File: src/include/bcv_pkg.sv
// Boot configuration vector capture: shared constants and types.
// Assumes one 20 MHz clock and an APB slave port with 32-bit data.
package bcv_pkg;

  // ==========================================================
  // Configuration word layout
  typedef struct packed {
    logic [1:0] rsv_hi;
    logic       tx_ind_en;
    logic       bscan_rst_en;
    logic       sysclk_off;
    logic       dma_dbg_en;
    logic       short_warm;
    logic       ice_en;
    logic [1:0] boot_width;
    logic       debug_boot;
    logic       rsv_lo;
    logic       big_endian;
    logic [2:0] clk_mult;
  } bcv_cfg_t;

  localparam int CFG_W = 16;
  localparam logic [15:0] CFG_RESET = 16'h0000;

  // Multiplier and width codes
  localparam logic [2:0] MULT_X2 = 3'h0;
  localparam logic [2:0] MULT_X3 = 3'h1;
  localparam logic [2:0] MULT_X4 = 3'h2;
  localparam logic [2:0] FACTOR_X2 = 3'h2;
  localparam logic [2:0] FACTOR_X3 = 3'h3;
  localparam logic [2:0] FACTOR_X4 = 3'h4;
  localparam logic [1:0] WIDTH_RSV = 2'h3;

  // ==========================================================
  // Warm reset pulse lengths in clock cycles
  localparam int WARM_LONG_CYC = 4096;
  localparam int WARM_SHORT_CYC = 64;
  localparam int WCNT_W = 13;
  localparam logic [WCNT_W-1:0] WARM_LONG_LEN = WCNT_W'(WARM_LONG_CYC);
  localparam logic [WCNT_W-1:0] WARM_SHORT_LEN = WCNT_W'(WARM_SHORT_CYC);

  // ==========================================================
  // General pin positions of alternate functions
  localparam int PIN_DBG_RST = 31;
  localparam int PIN_TRACE_CLK = 13;
  localparam int PIN_PCST0 = 10;
  localparam int PIN_DMA3 = 8;
  localparam int PIN_DMA2 = 9;
  localparam int PIN_DMA1 = 25;
  localparam int PIN_DMA0 = 23;
  localparam int PIN_TAP_RST = 2;
  localparam int PIN_CPU_IND = 4;

  // ==========================================================
  // APB register map (byte addresses)
  localparam int ADDR_W = 12;
  localparam logic [ADDR_W-1:0] REG_CFG = 12'h000;
  localparam logic [ADDR_W-1:0] REG_STATUS = 12'h004;
  localparam logic [ADDR_W-1:0] REG_CTRL = 12'h008;

  // Status bits
  localparam int ST_CFG_VALID = 0;
  localparam int ST_WARM_ACTIVE = 1;
  localparam int ST_RSV_VIOL = 2;
  localparam int ST_WARM_LINE = 3;
  localparam int ST_COLD = 4;

  // Control bits
  localparam int CT_WARM_GO = 0;

endpackage

File: src/rtl/bcv_capture.sv
// Boot configuration capture, applied settings, pin overlay and warm reset.
// Assumes all inputs synchronous to I_MCLK and a zero-wait APB master.
`timescale 1ns/10ps

// Overview of operation
// - The configuration word is taken from the memory data bus only while cold reset is active.
// - The captured settings take effect when cold reset ends and then stay fixed.
// - Bits 2:0 pick the core clock multiplier x2, x3 or x4; codes 3 to 7 are reserved.
// - Bit 3 selects little endian at zero and big endian at one.
// - Bit 5 selects regular start-up at zero and debug boot at one.
// - Bits 7:6 give boot width 8, 16 or 32 bits; code 3 is reserved.
// - Bit 8 turns pin 31 into debug port reset and pins 12:10 into trace status.
// - Bit 9 shortens the warm reset pulse from 4096 to 64 clock cycles.
// - Bit 10 makes pins 8, 9, 25 and 23 report DMA activity.
// - Bit 11 holds the system clock output at a constant level.
// - Bit 12 turns pin 2 into the test access port reset input.
// - Bit 13 makes pin 4 carry the CPU versus DMA transaction indicator.
// - With the debug interface on, pin 13 carries the trace clock.
// - With DMA debug on, pin 8 carries DMA status 3 and pin 9 DMA status 2.
module bcv_capture
  import bcv_pkg::*;
(
  // Clock and reset
  input wire logic I_MCLK,
  input wire logic I_WARM_RESET_LINE,
  input wire logic I_COLD_WARM_RESET_LINE,
  // Boot word source
  input wire logic [15:0] I_MEMORY_DATA_BUS,
  // APB slave
  input wire logic I_PSEL,
  input wire logic I_PENABLE,
  input wire logic I_PWRITE,
  input wire logic [ADDR_W-1:0] I_PADDR,
  input wire logic [31:0] I_PWDATA,
  output logic [31:0] O_PRDATA,
  output logic O_PREADY,
  output logic O_PSLVERR,
  // Warm reset line, open drain
  input wire logic I_WARM_RESET_LINE_I,
  output logic O_WARM_RESET_LINE_O,
  output logic O_WARM_RESET_LINE_OE,
  input wire logic I_WARM_REQ,
  // System clock output
  output logic O_SYSTEM_CLOCK_OUT,
  // Applied settings
  output logic O_CFG_VALID,
  output logic [2:0] O_CLK_MULT_CODE,
  output logic [2:0] O_CLK_FACTOR,
  output logic O_BIG_ENDIAN,
  output logic O_DEBUG_BOOT,
  output logic [1:0] O_BOOT_WIDTH,
  // Alternate function sources
  input wire logic [2:0] I_PC_TRACE_STATUS,
  input wire logic I_PC_TRACE_CLOCK,
  input wire logic [3:0] I_DMA_STATUS_PINS,
  input wire logic I_CPU_DMA_INDICATOR,
  // General pins
  input wire logic [31:0] I_GPIO_OUT,
  input wire logic [31:0] I_GPIO_OE,
  input wire logic [31:0] I_GENERAL_IO_PINS_I,
  output logic [31:0] O_GENERAL_IO_PINS_O,
  output logic [31:0] O_GENERAL_IO_PINS_OE,
  output logic O_DEBUG_PORT_RESET_N,
  output logic O_TAP_RESET_N
);

  // ==========================================================
  // Cold reset tracking and capture
  logic cold_active;
  logic cold_d_reg;
  logic cold_end;
  bcv_cfg_t cap_reg;
  bcv_cfg_t cfg_reg;
  logic cfg_valid_reg;
  logic rsv_viol_reg;
  logic rsv_viol_next;

  assign cold_active = !I_COLD_WARM_RESET_LINE;
  assign cold_end = cold_d_reg && !cold_active;

  always_ff @(posedge I_MCLK) begin
    if (!I_WARM_RESET_LINE) begin
      cold_d_reg <= 1'b0;
      cap_reg <= bcv_cfg_t'(CFG_RESET);
    end else begin
      cold_d_reg <= cold_active;
      if (cold_active) begin
        cap_reg <= bcv_cfg_t'(I_MEMORY_DATA_BUS);
      end
    end
  end

  // Reserved fields flagged for software
  assign rsv_viol_next = (cap_reg.rsv_hi != 2'h0) || cap_reg.rsv_lo
    || (cap_reg.clk_mult > MULT_X4) || (cap_reg.boot_width == WIDTH_RSV);

  always_ff @(posedge I_MCLK) begin
    if (!I_WARM_RESET_LINE) begin
      cfg_reg <= bcv_cfg_t'(CFG_RESET);
      cfg_valid_reg <= 1'b0;
      rsv_viol_reg <= 1'b0;
    end else if (cold_end) begin
      cfg_reg <= cap_reg;
      cfg_valid_reg <= 1'b1;
      rsv_viol_reg <= rsv_viol_next;
    end else if (cold_active) begin
      cfg_valid_reg <= 1'b0;
    end
  end

  // ==========================================================
  // Decoded settings
  logic [2:0] factor;

  assign factor = (cfg_reg.clk_mult == MULT_X2) ? FACTOR_X2 :
    (cfg_reg.clk_mult == MULT_X3) ? FACTOR_X3 :
    (cfg_reg.clk_mult == MULT_X4) ? FACTOR_X4 : FACTOR_X2;

  assign O_CFG_VALID = cfg_valid_reg;
  assign O_CLK_MULT_CODE = cfg_reg.clk_mult;
  assign O_CLK_FACTOR = factor;
  assign O_BIG_ENDIAN = cfg_reg.big_endian;
  assign O_DEBUG_BOOT = cfg_reg.debug_boot;
  assign O_BOOT_WIDTH = cfg_reg.boot_width;

  // ==========================================================
  // System clock output, half of I_MCLK unless held
  logic sysclk_reg;

  always_ff @(posedge I_MCLK) begin
    if (!I_WARM_RESET_LINE) begin
      sysclk_reg <= 1'b0;
    end else if (cfg_reg.sysclk_off) begin
      sysclk_reg <= 1'b0;
    end else begin
      sysclk_reg <= !sysclk_reg;
    end
  end

  assign O_SYSTEM_CLOCK_OUT = sysclk_reg;

  // ==========================================================
  // Warm reset pulse
  logic warm_active_reg;
  logic [WCNT_W-1:0] warm_cnt_reg;
  logic [WCNT_W-1:0] warm_len;
  logic warm_start;
  logic sw_warm_go;

  // Short pulse only when the board strapped the test bit
  assign warm_len = cfg_reg.short_warm ? WARM_SHORT_LEN : WARM_LONG_LEN;
  assign warm_start = (I_WARM_REQ || sw_warm_go) && !warm_active_reg
    && cfg_valid_reg && !cold_active;

  always_ff @(posedge I_MCLK) begin
    if (!I_WARM_RESET_LINE) begin
      warm_active_reg <= 1'b0;
      warm_cnt_reg <= '0;
    end else if (warm_start) begin
      warm_active_reg <= 1'b1;
      warm_cnt_reg <= warm_len - WCNT_W'(1);
    end else if (warm_active_reg) begin
      if (warm_cnt_reg == '0) begin
        warm_active_reg <= 1'b0;
      end
      warm_cnt_reg <= warm_cnt_reg - WCNT_W'(1);
    end
  end

  assign O_WARM_RESET_LINE_O = 1'b0;
  assign O_WARM_RESET_LINE_OE = warm_active_reg;

  // Helper: length of the pulse just driven
  logic [WCNT_W-1:0] pulse_len_reg;

  always_ff @(posedge I_MCLK) begin
    if (!I_WARM_RESET_LINE || !warm_active_reg) begin
      pulse_len_reg <= '0;
    end else begin
      pulse_len_reg <= pulse_len_reg + WCNT_W'(1);
    end
  end

  // ==========================================================
  // General pin overlay
  logic [31:0] alt_sel;
  logic [31:0] alt_o;
  logic [31:0] alt_oe;
  logic [31:0] pin_o_reg;
  logic [31:0] pin_oe_reg;
  logic dbg_rst_n_reg;
  logic tap_rst_n_reg;

  always_comb begin
    alt_sel = '0;
    alt_o = '0;
    alt_oe = '0;
    if (cfg_reg.ice_en) begin
      alt_sel[PIN_DBG_RST] = 1'b1;
      alt_sel[PIN_PCST0 +: 3] = 3'h7;
      alt_o[PIN_PCST0 +: 3] = I_PC_TRACE_STATUS;
      alt_oe[PIN_PCST0 +: 3] = 3'h7;
      alt_sel[PIN_TRACE_CLK] = 1'b1;
      alt_o[PIN_TRACE_CLK] = I_PC_TRACE_CLOCK;
      alt_oe[PIN_TRACE_CLK] = 1'b1;
    end
    if (cfg_reg.dma_dbg_en) begin
      alt_sel[PIN_DMA3] = 1'b1;
      alt_o[PIN_DMA3] = I_DMA_STATUS_PINS[3];
      alt_oe[PIN_DMA3] = 1'b1;
      alt_sel[PIN_DMA2] = 1'b1;
      alt_o[PIN_DMA2] = I_DMA_STATUS_PINS[2];
      alt_oe[PIN_DMA2] = 1'b1;
      alt_sel[PIN_DMA1] = 1'b1;
      alt_o[PIN_DMA1] = I_DMA_STATUS_PINS[1];
      alt_oe[PIN_DMA1] = 1'b1;
      alt_sel[PIN_DMA0] = 1'b1;
      alt_o[PIN_DMA0] = I_DMA_STATUS_PINS[0];
      alt_oe[PIN_DMA0] = 1'b1;
    end
    if (cfg_reg.bscan_rst_en) begin
      alt_sel[PIN_TAP_RST] = 1'b1;
    end
    if (cfg_reg.tx_ind_en) begin
      alt_sel[PIN_CPU_IND] = 1'b1;
      alt_o[PIN_CPU_IND] = I_CPU_DMA_INDICATOR;
      alt_oe[PIN_CPU_IND] = 1'b1;
    end
  end

  always_ff @(posedge I_MCLK) begin
    if (!I_WARM_RESET_LINE) begin
      pin_o_reg <= '0;
      pin_oe_reg <= '0;
      dbg_rst_n_reg <= 1'b0;
      tap_rst_n_reg <= 1'b0;
    end else begin
      pin_o_reg <= (alt_sel & alt_o) | (~alt_sel & I_GPIO_OUT);
      pin_oe_reg <= (alt_sel & alt_oe) | (~alt_sel & I_GPIO_OE);
      dbg_rst_n_reg <= !cfg_reg.ice_en || I_GENERAL_IO_PINS_I[PIN_DBG_RST];
      tap_rst_n_reg <= !cfg_reg.bscan_rst_en || I_GENERAL_IO_PINS_I[PIN_TAP_RST];
    end
  end

  assign O_GENERAL_IO_PINS_O = pin_o_reg;
  assign O_GENERAL_IO_PINS_OE = pin_oe_reg;
  assign O_DEBUG_PORT_RESET_N = dbg_rst_n_reg;
  assign O_TAP_RESET_N = tap_rst_n_reg;

  // ==========================================================
  // APB slave, zero wait states
  logic setup_ph;
  logic access_ph;
  logic hit_cfg;
  logic hit_status;
  logic hit_ctrl;
  logic addr_ok;
  logic [31:0] rd_mux;
  logic [31:0] status_word;
  logic [31:0] prdata_reg;

  assign setup_ph = I_PSEL && !I_PENABLE;
  assign access_ph = I_PSEL && I_PENABLE;
  assign hit_cfg = (I_PADDR == REG_CFG);
  assign hit_status = (I_PADDR == REG_STATUS);
  assign hit_ctrl = (I_PADDR == REG_CTRL);
  assign addr_ok = hit_cfg || hit_status || hit_ctrl;

  assign status_word = {27'h0, cold_active, I_WARM_RESET_LINE_I, rsv_viol_reg,
    warm_active_reg, cfg_valid_reg};
  assign rd_mux = hit_cfg ? {16'h0, cfg_reg} :
    hit_status ? status_word : 32'h0;

  assign sw_warm_go = access_ph && I_PWRITE && hit_ctrl && I_PWDATA[CT_WARM_GO];

  always_ff @(posedge I_MCLK) begin
    if (!I_WARM_RESET_LINE) begin
      prdata_reg <= '0;
    end else if (setup_ph) begin
      prdata_reg <= I_PWRITE ? 32'h0 : rd_mux;
    end
  end

  assign O_PRDATA = prdata_reg;
  assign O_PREADY = 1'b1;
  assign O_PSLVERR = access_ph && !addr_ok;

endmodule

File: config.mk
export PLATFORM = sky130hd
export DESIGN_NAME = bcv_capture
export DESIGN_NICKNAME = d
export VERILOG_FILES = /design/src/include/bcv_pkg.sv /design/src/rtl/bcv_capture.sv
export SDC_FILE = /design/constraint.sdc
export NUM_CORES = 1
export LEC_CHECK = 0
export BUFFER_PORTS_ARGS = -buffer_cell sky130_fd_sc_hd__clkbuf_2
export CORE_AREA = 5 5 109 111
export DETAILED_ROUTE_END_ITERATION = 10
export DIE_AREA = 0 0 114 116
export PLACE_DENSITY = 0.81
export SLEW_MARGIN = 20
export SYNTH_ARGS = -nofsm -noshare
export SYNTH_HDL_FRONTEND = slang
export SYNTH_SLANG_ARGS = --single-unit
File: constraint.sdc
create_clock -name I_MCLK -period 3.2 [get_ports I_MCLK]
set_input_delay 0 -clock I_MCLK [delete_from_list [all_inputs] [get_ports I_MCLK]]
set_output_delay 0 -clock I_MCLK [all_outputs]
set_load 0.05 [all_outputs]
==> out/results.txt <==
internal power -> 3060 uW
Synth area leaders -> dfxtp_1 (58%), and2_1 (6.0%), mux2i_1 (5.5%), nor2_1 (5.3%), buf_4 (3.9%)
largest net degree at the start of global routing -> 57
setup TNS -> 0 ns
Setup Skew -> 0.004847 ns
met3 wire len -> 1360 um
pwr dens -> 582.6 nW/um^2
Final Slew Violations -> 0
Comb pwr share -> 13.8%
Root Driver -> clkbuf_8
RSZ-0062 raised after global routing -> no
P_leak -> 0.003327 uW
Sequential Power Share -> 42.5%
hold_ws -> 0.04759 ns
area of the mapped netlist -> 4572 um^2
FP Rows -> 38
Yosys reg bits -> 132
DIE WIDTH -> 114 um
DRC -> 0
# diodes -> 0
f_max -> 452.7 MHz
critical path endpoint category -> register
initial drt markers -> 222
uppermost layer routed -> met4
total grt overflow -> 0
Synth Area per Inst -> 9.832 um^2
startpoint types -> register
Tot GR Track Use -> 22.18%
Port Buffer Count -> 207
Core ar. -> 10,700 um^2
gate count of the mapped netlist -> 465
asr flop ratio synth -> 0%
Vias per Instance -> 4.819
Post-synth EDFFs -> 0
share of post-route cells with drive strength above 1 -> 30.98%
first-pass GRT wire length -> 22,870 um
clk_lat worst skew -> 0.52 ns
Routed Antenna Nets -> 0
vias post-DR -> 4,361
clock sink total -> 132
Routed WL -> 14,690 um
fin crit period -> 2.209 ns
hpwl dp -> 8791 um
type of the most critical hold path -> in2reg
Final Hold Fails -> 0
Post-layout nets -> 926
clock slew at the register clock pins of the worst setup and hold paths -> 0.06 ns
CP Data Arrival Time -> 2.61 ns
Final Cycle Share -> 69.03%
chip height -> 116 um
Post-CTS Setup Bufs -> 0
worst setup margin -> 0.9909 ns
Initial Utilization -> 42.74%
DRT Pass-1 Iters -> 4
initial antenna violation count -> 0
Post-Place Setup Slack -> 1.020 ns
setup violators final -> 0
Setup CP Type -> reg2reg
Worst slew margin -> 37.65%
vias in the first global route -> 4,613
clock power share -> 43.7%
MaxCap Viol Count -> 0
CTS tree -> built
H-tree levels -> 4
NetSw -> 1054 uW
Seq/Total Area, Yosys -> 57.80%
most numerous cell in the Yosys netlist -> dfxtp_1
Worst Tran Pin Value -> 0.9352 ns
Switching Fraction -> 25.62%
total power -> 4114 uW
Worst Path Max Fanout -> 8
die area -> 13,220 um^2
metal2 WL -> 7304 um
YS warnings -> 0
top-area cell type share of the netlist area -> 57.80%
Num CTS Buffers -> 17
WL/cell -> 16.24 um
Yosys cell types -> 40
I/O Pins -> 287
Max clock buf depth -> 2
global placement routability congestion -> 0.8155
Synth area leader -> dfxtp_1
Worst EP required -> 3.60 ns
most frequent cells after synthesis -> dfxtp_1 (132), nor2_1 (64), and2_1 (44)
area growth from synthesis to layout -> 54.46%
status -> completed
Worst VDD drop -> 0.4535 mV
ys flop type -> dfxtp_1
WL met1 -> 5583 um
[worst max-delay path, stage by stage, from the launching register on]
cell and delay, ns:
dfxtp_1 0.48, or3b_4 0.44, or2_1 0.33, or4_1 0.41, and4_1 0.21, a211o_1 0.23
[path summary, 6_finish.rpt]
path	start	end	slack, ns	cells after the start
worst max-delay path	O_WARM_RESET_LINE_OE	warm_cnt_reg[9]	0.99	5
worst min-delay path	I_WARM_RESET_LINE	warm_cnt_reg[6]	0.05	3
worst max register to register	O_WARM_RESET_LINE_OE	warm_cnt_reg[9]	0.99	5
worst min register to register	O_SYSTEM_CLOCK_OUT	O_SYSTEM_CLOCK_OUT	0.42	1
[final cells by class]
cell class	count	area, um^2
inverter	6	22.52
tap	140	175.2
clock inverter	5	75.07
fill	778	3636
sequential	132	2643
clock buffer	26	467.9
multi-input combinational	294	1697
timing repair buffer	302	1982
[power by group through the flow]
| stage | clock network (uW) | registers [uW] | logic, uW |
|---|---|---|---|
| after floorplan | 0 | 1940 | 178 |
| after CTS | 1820 | 1740 | 556 |
| after detailed placement | 0 | 1780 | 465 |
| after global routing | 1910 | 1750 | 603 |
| after global placement | 0 | 1780 | 456 |
| final | 1800 | 1750 | 570 |
[cells in the final DEF (no fill, tap or decap), types with 5 or more instances in the layout]
master / netlist / layout
and2_1: 44 / 44
dfxtp_1: 132 / 132
clkbuf_1: 20 / 7
a22oi_1: 12 / 12
mux2i_1: 25 / 25
nor2_1: 64 / 64
dlygate4sd3_1: 0 / 93
a21oi_1: 25 / 25
a221o_1: 5 / 5
inv_1: 5 / 5
nand2_1: 39 / 39
nor3b_1: 6 / 5
and3_1: 9 / 9
clkbuf_16: 0 / 16
xnor2_1: 5 / 5
conb_1: 2 / 18
clkbuf_2: 0 / 207
nor4_1: 6 / 6
[metal layers]
layer	up-vias	track usage, %
li1	2092	-
met1	2011	22.96
met2	215	39.97
met3	43	7.885
met4	0	10.61
met5	-	0
[cells by family after synthesis]
logic type | Yosys count | synth area share, %
other | 2 | 0.1643
xor gates and xnor gates | 7 | 1.341
muxes | 25 | 5.473
DFF | 132 | 57.80
and+or+nand+nor | 188 | 20.80
AOI/OAI and AO/OA | 56 | 7.909
buffers and inverters | 55 | 6.513
[stage by stage]
stage	utilization [%]	std cells	instance area, um^2
floorplan	-	481	4632
global placement	52.23	781	5588
detailed placement	52.23	781	5588
CTS	66.01	905	7062
global route	66.01	905	7062
finish	66.01	905	7062
[what timing repair did]
action	in CTS	in global routing
hold buffers	93	0
gates resized for setup	0	0
hold endpoints to repair	89	0
(Power assumes the default switching activity.)
